[config.mk]
export PLATFORM = sky130hd
export DESIGN_NAME = rsc_reset_source_controller
export DESIGN_NICKNAME = d
export VERILOG_FILES = /design/src/rsc_reset_source_controller.v
export VERILOG_INCLUDE_DIRS = /design/src
export SDC_FILE = /design/constraint.sdc
export NUM_CORES = 1
export LEC_CHECK = 0
export ABC_AREA = 1
export BUFFER_PORTS_ARGS = -buffer_cell sky130_fd_sc_hd__buf_2
export CAP_MARGIN = 10
export CELL_PAD_IN_SITES_DETAIL_PLACEMENT = 1
export CELL_PAD_IN_SITES_GLOBAL_PLACEMENT = 1
export CORE_UTILIZATION = 33
export DETAILED_ROUTE_END_ITERATION = 10
export PLACE_DENSITY = 0.85
export SLEW_MARGIN = 20
export SYNTH_ARGS = -nofsm -noshare
export SYNTH_HDL_FRONTEND = slang
export SYNTH_SLANG_ARGS = --single-unit
[constraint.sdc]
create_clock -name clk_sys -period 1.7 [get_ports clk_sys]
set_clock_uncertainty 0.1 [all_clocks]
set_input_delay 0.34 -clock clk_sys [delete_from_list [all_inputs] [get_ports clk_sys]]
set_output_delay 0.34 -clock clk_sys [all_outputs]
set_load 0.01 [all_outputs]
[src/rsc_consts.vh]
// Purpose: Constants for the reset source controller.
// Assumes: 25 MHz system clock, APB slave with 32-bit data.
// Notes:   Offsets are byte addresses of aligned words.
//
// Functional notes
// RULE_01: Reset on power-on, pin, supply dip, watchdog in run or halt.
// RULE_02: Power-on starts at address zero; port data and direction all ones.
// RULE_03: After power-on, pin or dip reset, hold internal reset 100 ms.
// RULE_04: Pin pulled low while running restarts execution from address zero.
// RULE_05: Low supply longer than qualify time resets and sets the dip flag.
// RULE_06: Low supply not longer than qualify time is ignored.
// RULE_07: Threshold codes 55, 33, 99, aa select 2.1, 2.55, 3.15, 3.8 V.
// RULE_08: Bad code: reset after 2-3 slow clocks, error flag set, code 55.
// RULE_09: Real dip with valid code resets after 2-3 slow clocks, code kept.
// RULE_10: Supply dip reset is disabled while in power-down.
// RULE_11: Watchdog timeout in run acts as pin reset and sets timeout flag.
// RULE_12: Watchdog timeout in halt clears only PC and SP, sets timeout flag.
// RULE_13: Wake-up waits 1024 or 2 system clocks; crystal always 1024.
// RULE_14: Timeout/power-down flags follow the reset-kind table.
// RULE_15: After reset interrupts off, watchdog cleared, timers off, SP to top.
// RULE_16: Except watchdog wake: timer ctl 08, interrupt and system ctl 00.
// RULE_17: Power-down flag cleared at power-up or watchdog clear, set on halt.
// RULE_18: Pin and detector synchronised; reset released synchronously.
`ifndef RSC_CONSTS_VH
`define RSC_CONSTS_VH
`define RSC_ADDR_THRESH    12'h000
`define RSC_ADDR_FLAGS     12'h004
`define RSC_ADDR_IRQSTAT   12'h008
`define RSC_ADDR_IRQMASK   12'h00c
`define RSC_ADDR_CONFIG    12'h010
`define RSC_THRESH_RESET   8'h55
`define RSC_THRESH_2V55    8'h33
`define RSC_THRESH_3V15    8'h99
`define RSC_THRESH_3V80    8'haa
`define RSC_TMRC_RESET     8'h08
`define RSC_INTC_RESET     8'h00
`define RSC_SYSC_RESET     8'h00
`define RSC_STARTUP_MS     100
`define RSC_CLK_KHZ        25000
`define RSC_STARTUP_CYC    (`RSC_STARTUP_MS * `RSC_CLK_KHZ)
`define RSC_SETTLE_LONG    11'h400
`define RSC_SETTLE_SHORT   11'h002
`define RSC_SLOW_TICKS     2'h2
`define RSC_QUALIFY_CYC    8'h19
`define RSC_FLAG_DIP       0
`define RSC_FLAG_CODEERR   1
`define RSC_FLAG_TIMEOUT   2
`define RSC_FLAG_PDOWN     3
`endif

[src/rsc_reset_source_controller.v]
// Purpose: Reset source arbitration, start-up hold and reset flags.
// Assumes: Pin and supply detector are asynchronous; slow RC tick is a
//          one-cycle enable on clk_sys.
// Notes:   Dip and code-error flags and interrupt status are cleared by writing ones.
//
// The APB interface to the registers and the register addresses were decided locally.
`timescale 1ns/1ps
`include "rsc_consts.vh"

module rsc_reset_source_controller #(
   parameter STARTUP_CYC = `RSC_STARTUP_CYC
) (
   // Clock and reset
   input  wire        clk_sys,
   input  wire        resetn,
   // APB slave
   input  wire        psel,
   input  wire        penable,
   input  wire        pwrite,
   input  wire [11:0] paddr,
   input  wire [31:0] pwdata,
   output reg  [31:0] prdata,
   output reg         pready,
   output reg         pslverr,
   // Reset sources
   input  wire        extResetPinN,
   input  wire        supplyLow,
   input  wire        slowRcTick,
   input  wire        watchdogTimeout,
   input  wire        haltExec,
   input  wire        watchdogClear,
   input  wire        crystalClock,
   // Core reset outputs
   output reg         coreResetHold,
   output reg         warmResetPulse,
   output reg  [7:0]  portDataInit,
   output reg  [7:0]  portDirInit,
   output reg  [7:0]  timerZeroControl,
   output reg  [7:0]  timerOneControl,
   output reg  [7:0]  interruptControlZero,
   output reg  [7:0]  systemControlZero,
   output reg  [1:0]  supplyThresholdSel,
   output reg         powerDownMode,
   output reg         irq
);

   // ************************************************************
   // State and declarations
   // ************************************************************
   localparam ST_POR   = 3'h0;
   localparam ST_HOLD  = 3'h1;
   localparam ST_RUN   = 3'h2;
   localparam ST_HALT  = 3'h3;
   localparam ST_WAKE  = 3'h4;
   localparam ST_PINLO = 3'h5;

   reg  [2:0]  state_reg;
   reg  [2:0]  state_next;
   reg  [31:0] count_reg;
   reg  [31:0] count_next;
   reg         pinMeta_reg;
   reg         pinSync_reg;
   reg         lowMeta_reg;
   reg         lowSync_reg;
   reg  [7:0]  lowCount_reg;
   reg         dipQualified_reg;
   reg  [1:0]  dipSlow_reg;
   reg  [1:0]  errSlow_reg;
   reg  [7:0]  threshold_reg;
   reg         dipFlag_reg;
   reg         codeErrFlag_reg;
   reg         timeoutFlag_reg;
   reg         pdownFlag_reg;
   reg  [3:0]  irqStat_reg;
   reg  [3:0]  irqMask_reg;
   reg         fastSettle_reg;
   wire        wrEn;
   wire        codeValid;
   wire        dipFire;
   wire        errFire;
   wire        pinLow;
   wire        fullReset;
   wire        wdRun;
   wire        wdWake;
   wire        pinWake;
   wire        flagWrite;
   wire        statWrite;
   wire [3:0]  eventBits;

   // Valid threshold codes map to a two-bit level select.
   function is_valid_code;
      input [7:0] code;
      begin
         is_valid_code = (code == `RSC_THRESH_RESET) ||
                         (code == `RSC_THRESH_2V55) ||
                         (code == `RSC_THRESH_3V15) ||
                         (code == `RSC_THRESH_3V80);
      end
   endfunction

   function [1:0] level_of;
      input [7:0] code;
      begin
         case (code)
            `RSC_THRESH_2V55: level_of = 2'h1;
            `RSC_THRESH_3V15: level_of = 2'h2;
            `RSC_THRESH_3V80: level_of = 2'h3;
            default:          level_of = 2'h0;
         endcase
      end
   endfunction

   assign wrEn      = psel && penable && pwrite;
   assign codeValid = is_valid_code(threshold_reg);
   assign pinLow    = !pinSync_reg;
   assign dipFire   = slowRcTick && (dipSlow_reg == `RSC_SLOW_TICKS);
   assign errFire   = slowRcTick && (errSlow_reg == `RSC_SLOW_TICKS);
   assign wdRun     = (state_reg == ST_RUN) && watchdogTimeout;
   assign wdWake    = (state_reg == ST_HALT) && watchdogTimeout;
   assign pinWake   = (state_reg == ST_HALT) && pinLow;
   // Pin, dip and code error share one full-reset path.
   assign fullReset = (pinLow && state_reg != ST_HALT) || dipFire ||
                      errFire; // RULE_01
   assign flagWrite = wrEn && (paddr == `RSC_ADDR_FLAGS);
   assign statWrite = wrEn && (paddr == `RSC_ADDR_IRQSTAT);
   assign eventBits = {wdRun | wdWake, pinLow & (state_reg != ST_PINLO),
                       errFire, dipFire};

   // ************************************************************
   // Input synchronisers
   // ************************************************************
   always @(posedge clk_sys) begin
      if (!resetn) begin
         pinMeta_reg <= 1'b1;
         pinSync_reg <= 1'b1;
         lowMeta_reg <= 1'b0;
         lowSync_reg <= 1'b0;
      end else begin
         pinMeta_reg <= extResetPinN; // RULE_18
         pinSync_reg <= pinMeta_reg;
         lowMeta_reg <= supplyLow; // RULE_18
         lowSync_reg <= lowMeta_reg;
      end
   end

   // ************************************************************
   // Supply dip qualification and slow-clock delays
   // ************************************************************
   // The detector is ignored in halt so a dip there cannot wake the core.
   always @(posedge clk_sys) begin
      if (!resetn) begin
         lowCount_reg     <= 8'h00;
         dipQualified_reg <= 1'b0;
         dipSlow_reg      <= 2'h0;
         errSlow_reg      <= 2'h0;
      end else begin
         if (!lowSync_reg || powerDownMode) begin // RULE_10
            lowCount_reg     <= 8'h00;
            dipQualified_reg <= 1'b0;
         end else if (lowCount_reg == `RSC_QUALIFY_CYC) begin
            dipQualified_reg <= 1'b1; // RULE_05
         end else begin
            lowCount_reg <= lowCount_reg + 8'h01; // RULE_06
         end
         if (!dipQualified_reg || !codeValid || dipFire)
            dipSlow_reg <= 2'h0;
         else if (slowRcTick)
            dipSlow_reg <= dipSlow_reg + 2'h1; // RULE_09
         if (codeValid || errFire)
            errSlow_reg <= 2'h0;
         else if (slowRcTick)
            errSlow_reg <= errSlow_reg + 2'h1; // RULE_08
      end
   end

   // ************************************************************
   // Reset sequencer
   // ************************************************************
   always @* begin
      state_next = state_reg;
      count_next = count_reg;
      case (state_reg)
         ST_POR: begin
            state_next = ST_HOLD;
            count_next = STARTUP_CYC;
         end
         ST_HOLD: begin
            if (pinLow) begin
               state_next = ST_PINLO;
            end else if (count_reg == 32'h0) begin
               state_next = ST_RUN; // RULE_03
            end else begin
               count_next = count_reg - 32'h1;
            end
         end
         ST_RUN: begin
            if (pinLow) begin
               state_next = ST_PINLO; // RULE_04
            end else if (fullReset || wdRun) begin
               state_next = ST_HOLD; // RULE_11
               count_next = STARTUP_CYC;
            end else if (haltExec) begin
               state_next = ST_HALT;
            end
         end
         ST_PINLO: begin
            if (!pinLow) begin
               state_next = ST_HOLD;
               count_next = STARTUP_CYC;
            end
         end
         ST_HALT: begin
            if (pinWake) begin
               state_next = ST_PINLO;
            end else if (wdWake) begin
               state_next = ST_WAKE;
               count_next = (fastSettle_reg && !crystalClock) ?
                            {21'h0, `RSC_SETTLE_SHORT} :
                            {21'h0, `RSC_SETTLE_LONG}; // RULE_13
            end
         end
         ST_WAKE: begin
            // A pin pulled low during the settle time still wins.
            if (pinLow)
               state_next = ST_PINLO; // RULE_04
            else if (count_reg == 32'h0)
               state_next = ST_RUN;
            else
               count_next = count_reg - 32'h1;
         end
         default: begin
            state_next = ST_POR;
         end
      endcase
   end

   // ************************************************************
   // Sequencer registers, flags and core reset values
   // ************************************************************
   always @(posedge clk_sys) begin
      if (!resetn) begin
         state_reg            <= ST_POR;
         count_reg            <= 32'h0;
         coreResetHold        <= 1'b1; // RULE_01
         warmResetPulse       <= 1'b0;
         portDataInit         <= 8'hff; // RULE_02
         portDirInit          <= 8'hff; // RULE_02
         timerZeroControl     <= `RSC_TMRC_RESET;
         timerOneControl      <= `RSC_TMRC_RESET;
         interruptControlZero <= `RSC_INTC_RESET;
         systemControlZero    <= `RSC_SYSC_RESET;
         powerDownMode        <= 1'b0;
         timeoutFlag_reg      <= 1'b0; // RULE_14
         pdownFlag_reg        <= 1'b0; // RULE_17
      end else begin
         state_reg      <= state_next;
         count_reg      <= count_next;
         coreResetHold  <= (state_next == ST_HOLD) ||
                           (state_next == ST_PINLO) ||
                           (state_next == ST_POR); // RULE_18
         warmResetPulse <= (state_next == ST_RUN) &&
                           (state_reg == ST_WAKE); // RULE_12
         powerDownMode  <= (state_next == ST_HALT) ||
                           (state_next == ST_WAKE);
         if (state_next == ST_HOLD || state_next == ST_PINLO) begin
            // Every reset but the watchdog wake reloads these.
            timerZeroControl     <= `RSC_TMRC_RESET; // RULE_16
            timerOneControl      <= `RSC_TMRC_RESET; // RULE_16
            interruptControlZero <= `RSC_INTC_RESET; // RULE_15
            systemControlZero    <= `RSC_SYSC_RESET; // RULE_16
            portDataInit         <= 8'hff;
            portDirInit          <= 8'hff;
         end
         // Flag table: pin wake 0,1; watchdog run 1,u; watchdog wake 1,1.
         if (wdRun || wdWake)
            timeoutFlag_reg <= 1'b1; // RULE_14
         else if (pinWake || (haltExec && state_reg == ST_RUN))
            timeoutFlag_reg <= 1'b0;
         if (haltExec && state_reg == ST_RUN)
            pdownFlag_reg <= 1'b1; // RULE_17
         else if (watchdogClear && state_reg == ST_RUN)
            pdownFlag_reg <= 1'b0; // RULE_17
      end
   end

   // ************************************************************
   // Register file and interrupt
   // ************************************************************
   always @(posedge clk_sys) begin
      if (!resetn) begin
         threshold_reg      <= `RSC_THRESH_RESET;
         supplyThresholdSel <= 2'h0;
         dipFlag_reg        <= 1'b0;
         codeErrFlag_reg    <= 1'b0;
         irqStat_reg        <= 4'h0;
         irqMask_reg        <= 4'h0;
         fastSettle_reg     <= 1'b0;
         irq                <= 1'b0;
      end else begin
         supplyThresholdSel <= level_of(threshold_reg); // RULE_07
         if (errFire)
            threshold_reg <= `RSC_THRESH_RESET; // RULE_08
         else if (wrEn && paddr == `RSC_ADDR_THRESH)
            threshold_reg <= pwdata[7:0];
         else if (wdRun || (pinLow && (state_reg == ST_RUN ||
                  state_reg == ST_HALT)))
            threshold_reg <= `RSC_THRESH_RESET; // RULE_11
         // Hardware set wins over a software clear in the same cycle.
         if (dipFire)
            dipFlag_reg <= 1'b1; // RULE_05
         else if (flagWrite && pwdata[`RSC_FLAG_DIP])
            dipFlag_reg <= 1'b0;
         if (errFire)
            codeErrFlag_reg <= 1'b1; // RULE_08
         else if (flagWrite && pwdata[`RSC_FLAG_CODEERR])
            codeErrFlag_reg <= 1'b0;
         irqStat_reg <= eventBits |
                        (irqStat_reg & ~({4{statWrite}} & pwdata[3:0]));
         if (wrEn && paddr == `RSC_ADDR_IRQMASK)
            irqMask_reg <= pwdata[3:0];
         if (wrEn && paddr == `RSC_ADDR_CONFIG)
            fastSettle_reg <= pwdata[0];
         irq <= |(irqStat_reg & irqMask_reg);
      end
   end

   // No wait state: the answer comes in the first access cycle.
   always @(posedge clk_sys) begin
      if (!resetn) begin
         prdata  <= 32'h0;
         pready  <= 1'b0;
         pslverr <= 1'b0;
      end else begin
         pready  <= psel && !penable;
         pslverr <= 1'b0;
         if (psel && !penable) begin
            case (paddr)
               `RSC_ADDR_THRESH:  prdata <= {24'h0, threshold_reg};
               `RSC_ADDR_FLAGS:   prdata <= {28'h0, pdownFlag_reg,
                                             timeoutFlag_reg,
                                             codeErrFlag_reg, dipFlag_reg};
               `RSC_ADDR_IRQSTAT: prdata <= {28'h0, irqStat_reg};
               `RSC_ADDR_IRQMASK: prdata <= {28'h0, irqMask_reg};
               `RSC_ADDR_CONFIG:  prdata <= {31'h0, fastSettle_reg};
               default: begin
                  prdata  <= 32'h0;
                  pslverr <= 1'b1;
               end
            endcase
         end
      end
   end

endmodule // rsc_reset_source_controller

==> results.py, run 1 <==
metrics = {
    "global_routing": {
        "grt.total_usage_pct": 20.1,
        "antenna_found_initial": 0,
        "gr-total-overflow": 0,
        "first_global_vias": 6068,
        "grt_pass1_wl_mm": 28.2,
        "grt_max_degree": 23,
    },
    "synth": {
        "synth_ff_type": "dfxtp_1",
        "syn_area_per_cell_sq_um": 6.43,
        "synthesis.area_sq_mm": 0.00556,
        "synth_cell_types": 35,
        "yosys_warnings": 0,
        "syn-instance-count": 865,
        "synth-edff-count": 0,
        "synth-seq-cells": 89,
        "async_flop_share_pct": 0,
        "ys_seq_area_share_pct": 32.1,
    },
    "sta": {
        "max_freq_mhz": 530,
        "whs_ns": 0.0658,
        "fin_crit_ns": 1.89,
        "hold_violations": 0,
        "setup_viol": 35,
        "finalCritPeriodShare_pct": 111,
        "slew_violations": 0,
        "rsz0062_at_grt": "yes",
        "setup_slack_ns": -0.185,
    },
    "setup_path": {
        "required_ns": 1.83,
        "cp-start-kind": "flip-flop",
        "critPathSlowestCell": "dfxtp_2",
        "crit_fanout": 8,
        "slowest_delay_ns": 0.34,
        "crit_path_end_kind": "flip-flop",
        "worstPathArrival_ns": 2.02,
        "path_cells": "inv_2, ha_4, inv_2, nor2_2, nand2_1, nor2_1, nand2_2, nor2_4, nand2_2, nand3_4, buf_4, nor2_4, a21oi_1",
        "crit_type": "flip-flop to flip-flop",
    },
    "cells_and_area": {
        "area_delta_synth_final_pct": 27.5,
        "fin_nets": 1086,
        "largest_reg_flops": 32,
        "final_cell_area_sq_mm": 0.00709,
        "drive_gt1_share_pct": 26.8,
    },
    "power": {
        "power_mw": 5.96,
        "cellPowerDensity_mw_per_mm2": 841,
        "p_leak_nw": 3.44,
        "vdd_drop_max_mv": 0.669,
    },
    "route": {
        "wire_per_inst_um": 14.1,
        "antenna_left": 0,
        "drt_pre_antenna_iters": 7,
        "drc": 4,
        "viasPerCell": 4.72,
        "drt-initial-drc-count": 195,
        "dr_total_vias": 5895,
        "wirelength_mm": 17.6,
    },
    "floorplanning": {
        "dieArea_sq_mm": 0.0174,
        "num_rows": 47,
        "io-pin-count": 144,
        "die_h_um": 132,
        "coreArea_sq_mm": 0.0165,
        "start_util_pct": 33.6,
        "die_width_um": 132,
    },
    "job": {
        "drv_cap": 0,
    },
    "place": {
        "place_hpwl_mm": 13.1,
        "portBuffers": 47,
        "place_area_sq_mm": 0.00659,
        "place_congestion": 0.879,
        "post-place-ws_ns": -0.214,
    },
    "clock_network": {
        "clockRootBuffer": "clkbuf_16",
        "ctsHtreeMaxLevel": 3,
        "cts_sinks": 89,
        "clk-insertion-delay-late_ns": 0.36,
        "cts_buffer_depth": 2,
        "cts_tree": "built",
        "cts_buffers": 9,
        "ctsHoldBuffers": 0,
        "clk_pin_slew_ns": 0.08,
    },
    "run_status": {
        "violations": "DRC, setup timing",
        "outcome": "complete, but fails checks",
    },
    "min_path": {
        "hold_path.class": "primary input to flip-flop",
    },
}
cell usage in the layout (no fill, tap or decap), types with 3 or more instances in the layout:
cell,instances
a21oi_1,48
a21oi_2,15
buf_2,47
buf_4,116
clkbuf_16,9
conb_1,72
dfxtp_1,86
dfxtp_2,3
ha_1,4
inv_1,90
inv_2,9
inv_6,4
nand2_1,195
nand2_2,26
nand3_1,54
nand3_2,3
nand4_1,15
nor2_1,121
nor2_2,19
nor2_4,5
nor3_1,5
nor3b_1,3
nor4_1,3
o21ai_0,31
o21ai_2,3
o21bai_1,3
o22ai_1,5
or2_2,4
xnor2_1,4
xor2_1,9
cells by family after synthesis:
logic type	synth area share, %
AOI/OAI and AO/OA	11.0
xor gates and xnor gates	2.05
adders and majority gates	1.35
buffers and inverters	18.2
DFF	32.1
other	0.135
and+or+nand+nor	35.2
where the power goes:
group	switching [mW]	internal, mW
clock network	0.972	1.03
logic	1.04	0.697
registers	0.0537	2.16
total	2.07	3.89
synthesized netlist by cell type, drive strengths merged (5+ instances only):
| cell type | instances | area, sq um |
|---|---|---|
| dfxtp | 89 | 1780 |
| nand2 | 223 | 872 |
| nor3 | 5 | 25.0 |
| inv | 99 | 372 |
| o22ai | 5 | 31.3 |
| o21ai | 35 | 179 |
| nor2 | 145 | 584 |
| a21oi | 63 | 353 |
| clkbuf | 7 | 26.3 |
| ha | 6 | 75.1 |
| nand3 | 58 | 300 |
| nand4 | 15 | 93.8 |
| xor2 | 9 | 78.8 |
| buf | 82 | 616 |
metal layers:
layer  GRT usage (%)  vias to the layer above  wire, um
met2            38.7                      121      9370
met5               0                        -         0
li1                -                     2903         -
met4            7.88                        0       495
met1            21.4                     2830      7150
met3            3.81                       41       585
final timing paths:
kind | startpoint | endpoint | slack, ns | depth (start not counted)
worst min register to register | lowMeta_reg$_SDFF_PN0_ | lowSync_reg$_SDFF_PN0_ | 0.31 | 2
worst max-delay path | count_reg[0]$_SDFFE_PN0P_ | count_reg[21]$_SDFFE_PN0P_ | -0.19 | 13
worst min-delay path | extResetPinN | pinMeta_reg$_SDFF_PN1_ | 0.07 | 2
worst max register to register | count_reg[0]$_SDFFE_PN0P_ | count_reg[21]$_SDFFE_PN0P_ | -0.19 | 13
stage by stage:
stage	instances	setup TNS, ns	utilization (%)
after floorplan	935	-0.00547	-
after global placement	1229	-3.21	39.9
after detailed placement	1229	-5.91	39.9
after CTS	1248	-3.67	42.3
after global routing	1249	-9.50	42.9
final	1250	-4.39	42.9
worst max-delay path: cells and delay by family, from the launching register on:
kind	cells	cell delay [ns]
simple gates	8	0.77
fa+ha+maj	1	0.15
buf+inv	3	0.28
flops	1	0.34
compound gates	1	0.12
area by class of cell:
cell class	count	area [sq um]
diodes	1	2.50
clock buffers	9	225
clock inverters	7	65.1
fillers	2195	9440
inverters	99	372
multi-input cells	658	3190
flip-flops and latches	89	1790
well taps	220	275
repair buffers	167	1170
repair_timing:
action                                  4_1_cts  5_1_grt
endpoints found under the setup margin       35       42
resized for setup                            33       27
setup buffers                                 3        1
pin swaps                                     2        2
Note: power is estimated with default switching activity, not from simulation.
==> run 2: changes to the inputs <==
ABC_AREA = 0   (was 1)
CORE_UTILIZATION = 35   (was 33)
PLACE_DENSITY = 0.86   (was 0.85)
==> results.py, run 2 <==
metrics = {
    "synth": {
        "yosys_warnings": 0,
        "synth_top_area_cell": "dfxtp_1",
        "ys_top_cells_by_count": "dfxtp_1, buf_4, nor2_1",
        "synthAdderAreaFrac_pct": 1.44,
        "synth-edff-count": 0,
        "synth_most_common_cell": "dfxtp_1",
        "synth_cell_types": 74,
        "ys_seq_area_share_pct": 34.2,
        "synth_top_family_by_area": "simple AND/OR/NAND/NOR gates",
        "syn_area_per_cell_sq_um": 8.45,
        "synthesis.area_sq_mm": 0.00520,
        "syn-instance-count": 616,
        "netlist_top_cells_area": "dfxtp_1, buf_4, a21oi_1",
        "synthSimpleGateAreaFrac_pct": 24.0,
        "synth_compound_area_share_pct": 19.3,
        "muxShareOfSynthArea_pct": 4.86,
        "synth_ff_type": "dfxtp_1",
        "synth-seq-cells": 89,
        "synthXorXnorAreaFrac_pct": 1.35,
        "async_flop_share_pct": 0,
        "synth_top_area_share_pct": 34.2,
    },
    "power": {
        "vdd_drop_max_mv": 0.546,
        "cellPowerDensity_mw_per_mm2": 963,
        "power_mw": 7.19,
        "p_leak_nw": 3.18,
    },
    "sta": {
        "setup_tns_ns": -24.24,
        "hold_violations": 0,
        "relSlewSlack_pct": 63.7,
        "setup_slack_ns": -0.750,
        "slew_violations": 0,
        "finalCritPeriodShare_pct": 144,
        "rsz0062_at_grt": "yes",
        "setup_viol": 39,
        "fin_crit_ns": 2.45,
        "max_freq_mhz": 408,
        "worstMarginPinSlew_ns": 0.537,
    },
    "clock_network": {
        "clk_pin_slew_ns": 0.07,
        "cts_buffers": 9,
        "clk-insertion-delay-late_ns": 0.36,
        "cts_tree": "built",
        "cts_sinks": 89,
        "cts_buffer_depth": 2,
        "ctsHtreeMaxLevel": 3,
        "clockRootBuffer": "clkbuf_16",
    },
    "setup_path": {
        "required_ns": 1.87,
        "worstPathArrival_ns": 2.62,
        "reg2reg_from": "count_reg[19]$_SDFFE_PN0P_",
        "r2r-end": "count_reg[31]$_SDFFE_PN0P_",
        "crit_fanout": 9,
        "crit_type": "flip-flop to flip-flop",
        "crit_path_end_kind": "flip-flop",
        "cp-start-kind": "flip-flop",
        "r2r_cells": 7,
        "rrSetupSlack_ns": -0.75,
    },
    "floorplanning": {
        "dieArea_sq_mm": 0.0154,
        "io-pin-count": 144,
        "coreArea_sq_mm": 0.0145,
        "start_util_pct": 35.8,
        "num_rows": 44,
        "die_width_um": 124,
        "die_h_um": 124,
    },
    "global_routing": {
        "antenna_found_initial": 0,
        "gr-total-overflow": 0,
        "grt.total_usage_pct": 24.4,
        "first_global_vias": 5603,
        "grt_max_degree": 23,
        "grt_pass1_wl_mm": 28.5,
    },
    "cells_and_area": {
        "largest_reg_flops": 32,
        "n_fill_cell": 1696,
        "drive_gt1_share_pct": 42.6,
        "final_common_cell": "buf_4",
        "final_cell_mix": "buf_4, dfxtp_1, conb_1",
        "finalNonFillerCells": 999,
        "diodes": 0,
        "area_delta_synth_final_pct": 43.4,
        "fin_nets": 872,
    },
    "route": {
        "wire_per_inst_um": 21.0,
        "dr_total_vias": 5543,
        "drc": 0,
        "viasPerCell": 5.55,
        "antenna_left": 0,
        "drt-initial-drc-count": 368,
        "drt_pre_antenna_iters": 5,
        "wirelength_mm": 20.9,
    },
    "place": {
        "place_congestion": 0.885,
        "place_hpwl_mm": 12.6,
        "dp_cells": 953,
        "portBuffers": 47,
    },
    "min_path": {
        "holdPathStages": 2,
        "min_from": "extResetPinN",
        "hold_path.class": "primary input to flip-flop",
        "worstHoldEndpoint": "pinMeta_reg$_SDFF_PN1_",
    },
    "job": {
        "drv_cap": 0,
    },
    "run_status": {
        "violations": "setup timing",
        "outcome": "complete, but fails checks",
    },
}
run 2: changes by cell type after synthesis, sizes merged, moves of 17 or more:
cell / previous run / this run
nand2: 223 / 36
nor2: 145 / 51
or4: 0 / 17
o31ai: 0 / 17
inv: 99 / 17
nand3: 58 / 18
run 2: worst max-delay path, stage by stage, from the launching register on:
cell	delay, ns
dfxtp_2	0.34
or4_4	0.55
or3_4	0.40
nor4_4	0.29
buf_4	0.18
buf_4	0.19
o31ai_1	0.12
a21oi_1	0.19
run 2: kinds of logic (layout without fill, tap and decap cells):
group	Yosys count	count (layout)
other cells	2	72
compound gates	150	150
simple gates	222	222
xor+xnor	8	8
buf+inv	119	248
mux	20	20
flops	89	89
fa+ha+maj	6	6
run 2: per-stage QoR:
stage	instance area [sq um]	setup slack (ns)	util, %	hold slack, ns
5_1_grt	7460	-0.821	51.3	0.0841
6_report	7460	-0.750	51.3	0.0919
3_3_place_gp	6490	-0.578	44.6	0.291
3_5_place_dp	6490	-0.655	44.6	0.297
4_1_cts	7130	-0.630	49.1	0.0739
2_1_floorplan	5660	-0.495	-	0.286
run 2: what timing repair did:
item                                    4_1_cts  5_1_grt
resized for setup                            44       50
hold buffers                                  0        0
endpoints found under the setup margin       47       49
setup buffers                                13       13
cloned                                        2        3
pin swaps                                    11       30
run 2: area by class of cell:
type,instances,area [sq um],area share [%]
Timing Repair Buffer,215,1660,22.2
Multi-Input combinational cell,478,3410,45.7
Clock buffer,9,225,3.02
Sequential cell,89,1800,24.2
Tap cell,184,230,3.09
Clock inverter,7,70.1,0.939
Inverter,17,63.8,0.855
run 2: layer usage:
layer  track usage (%)  wire length [um]  vias to the layer above
li1                  -                 -                     2498
met1              27.1              8090                     2776
met2              43.8             11100                      196
met3              4.81               944                       73
met4              13.1               807                        0
met5                 0                 0                        -
run 2: worst max path at each step:
stage                               startpoint  slack, ns                          to  cells past startpoint
floorplan           count_reg[19]$_SDFFE_PN0P_      -0.49    powerDownMode$_SDFF_PN0_                      6
global route        count_reg[19]$_SDFFE_PN0P_      -0.82  count_reg[31]$_SDFFE_PN0P_                      7
global placement    count_reg[27]$_SDFFE_PN0P_      -0.58   count_reg[3]$_SDFFE_PN0P_                      7
CTS                 count_reg[27]$_SDFFE_PN0P_      -0.63   count_reg[7]$_SDFFE_PN0P_                      6
detailed placement  count_reg[27]$_SDFFE_PN0P_      -0.66   count_reg[3]$_SDFFE_PN0P_                      7
finish              count_reg[19]$_SDFFE_PN0P_      -0.75  count_reg[31]$_SDFFE_PN0P_                      7
run 2: where the power goes:
part	switching [mW]	internal [mW]	leakage, nW
sequential	0.101	2.20	0.728
combinational	1.46	1.35	2.31
clock	0.936	1.14	0.146
==> run 3: changes to the inputs <==
SETUP_SLACK_MARGIN = 0.5   (was default)
==> results.py, run 3 (same netlist as run 2, synthesis figures left out) <==
metrics = {
    "run_status": {
        "outcome": "complete, but fails checks",
        "violations": "setup timing",
    },
    "setup_path": {
        "r2r_cells": 11,
        "required_ns": 1.79,
        "critPathSlowestCell": "a21oi_1",
        "worstPathArrival_ns": 2.87,
        "slowest_delay_ns": 0.50,
        "cp-start-kind": "flip-flop",
        "crit_path_end_kind": "flip-flop",
        "crit_type": "flip-flop to flip-flop",
        "path_cells": "inv_2, ha_4, o211ai_1, a311oi_1, buf_4, nor2_4, buf_4, clkbuf_16, buf_4, o221ai_1, a21oi_1",
        "rrSetupSlack_ns": -1.08,
        "worstPathBufferInverterCount": 5,
        "crit_fanout": 12,
        "crit_path_frequent_cell": "buf_4",
        "crit_cells": 11,
        "critPathTopFamily": "compound AO/OA/AOI/OAI gates",
    },
    "sta": {
        "relSlewSlack_pct": 46.1,
        "finalCritPeriodShare_pct": 164,
        "setup_viol": 40,
        "rsz0062_at_grt": "yes",
        "setup_tns_ns": -25.91,
        "slew_violations": 0,
        "whs_ns": 0.106,
        "setup_slack_ns": -1.08,
        "fin_crit_ns": 2.78,
        "hold_violations": 0,
        "worstMarginPinSlew_ns": 0.798,
        "max_freq_mhz": 360,
    },
    "place": {
        "place_congestion": 0.841,
        "dp_cells": 943,
        "post-place-ws_ns": -0.602,
        "portBuffers": 47,
        "place_hpwl_mm": 12.1,
        "place_area_sq_mm": 0.00650,
    },
    "power": {
        "netSwitchingPower_mw": 2.80,
        "p_leak_nw": 3.50,
        "pwr-share-clk_pct": 26.5,
        "p_sw_share_pct": 37.7,
        "power_mw": 7.41,
        "power_frac_seq_pct": 31.2,
        "p_int_mw": 4.62,
        "cellPowerDensity_mw_per_mm2": 885,
        "p_comb_share_pct": 42.3,
        "vdd_drop_max_mv": 0.559,
    },
    "route": {
        "viasPerCell": 5.91,
        "drt-initial-drc-count": 517,
        "route.met3.wl_mm": 1.75,
        "routedLengthMet1_mm": 9.25,
        "met2RoutedLength_mm": 13.3,
        "highest_layer": "met5",
        "wirelength_mm": 26.4,
        "dr_total_vias": 6031,
        "antenna_left": 0,
        "drc": 0,
        "drt_pre_antenna_iters": 5,
        "wire_per_inst_um": 25.9,
    },
    "clock_network": {
        "cts_buffers": 9,
        "cts_tree": "built",
        "cts_sinks": 89,
        "cts_buffer_depth": 2,
        "clk_pin_slew_ns": 0.07,
        "clk-insertion-delay-late_ns": 0.36,
        "clockRootBuffer": "clkbuf_16",
        "ctsHtreeMaxLevel": 3,
        "ctsHoldBuffers": 0,
    },
    "floorplanning": {
        "die_h_um": 124,
        "coreArea_sq_mm": 0.0145,
        "io-pin-count": 144,
        "die_width_um": 124,
        "num_rows": 44,
        "start_util_pct": 35.8,
        "dieArea_sq_mm": 0.0154,
    },
    "global_routing": {
        "antenna_found_initial": 2,
        "grt_pass1_wl_mm": 32.1,
        "first_global_vias": 5855,
        "grt_max_degree": 26,
        "grt.total_usage_pct": 27.9,
        "gr-total-overflow": 0,
    },
    "cells_and_area": {
        "final_cell_mix": "buf_4, conb_1, buf_6",
        "diodes": 0,
        "finalNonFillerCells": 1020,
        "final_common_cell": "buf_4",
        "area_delta_synth_final_pct": 61.1,
        "utilization_pct": 57.7,
        "fin_nets": 894,
        "drive_gt1_share_pct": 54.2,
        "largest_reg_flops": 32,
        "final_cell_area_sq_mm": 0.00838,
    },
    "min_path": {
        "hold_path.class": "primary input to flip-flop",
        "holdPathStages": 2,
    },
    "job": {
        "drv_cap": 0,
    },
}
-- run 3: cell count changes in the layout (fill, tap and decap cells not counted), sizes merged --
cell    before  now
buf        213  235
bufinv       1    0
clkbuf      11   13
inv         18   16
-- run 3: worst reg2reg max path: cells and delay by family (launching register included) --
| family | cells | cell delay, ns |
|---|---|---|
| compound gates | 4 | 1.08 |
| buf+inv | 5 | 0.73 |
| flops | 1 | 0.34 |
| simple gates | 1 | 0.22 |
| fa+ha+maj | 1 | 0.16 |
-- run 3: repair_timing --
item | 4_1_cts | 5_1_grt
gates cloned | 2 | 2
buffers inserted | 33 | 25
gates resized for setup | 136 | 109
setup endpoints to repair | 96 | 98
hold endpoints to repair | 0 | 0
pin swaps | 57 | 50
-- run 3: per-layer routing --
layer / up-vias / global-route usage [%]
li1: 2543 / -
met1: 2944 / 29.8
met2: 379 / 50.7
met3: 161 / 5.49
met4: 4 / 16.9
met5: - / 0
-- run 3: final timing paths --
| check | end | from |
|---|---|---|
| setup reg to reg | count_reg[21]$_SDFFE_PN0P_ | dipSlow_reg[0]$_SDFFE_PP0P_ |
| setup / recovery | count_reg[21]$_SDFFE_PN0P_ | dipSlow_reg[0]$_SDFFE_PP0P_ |
| hold / removal | pinMeta_reg$_SDFF_PN1_ | extResetPinN |
| hold reg to reg | lowSync_reg$_SDFF_PN0_ | lowMeta_reg$_SDFF_PN0_ |
-- run 3: layout make-up --
type	instances	area, sq um
clock inverter	4	20.0
fill	1603	6150
tap	184	230
timing repair buffer	237	2120
multi-input combinational	478	3840
inverter	17	67.6
clock buffer	11	243
sequential	89	1850
-- run 3: power groups by stage --
stage	Clock (mW)	Sequential (mW)	Combinational, mW
6_report	1.96	2.31	3.14
5_1_grt	2.04	2.32	3.22
4_1_cts	1.89	2.29	2.36
3_5_place_dp	0	2.33	2.06
3_3_place_gp	0	2.33	1.98
2_1_floorplan	0	2.34	1.28
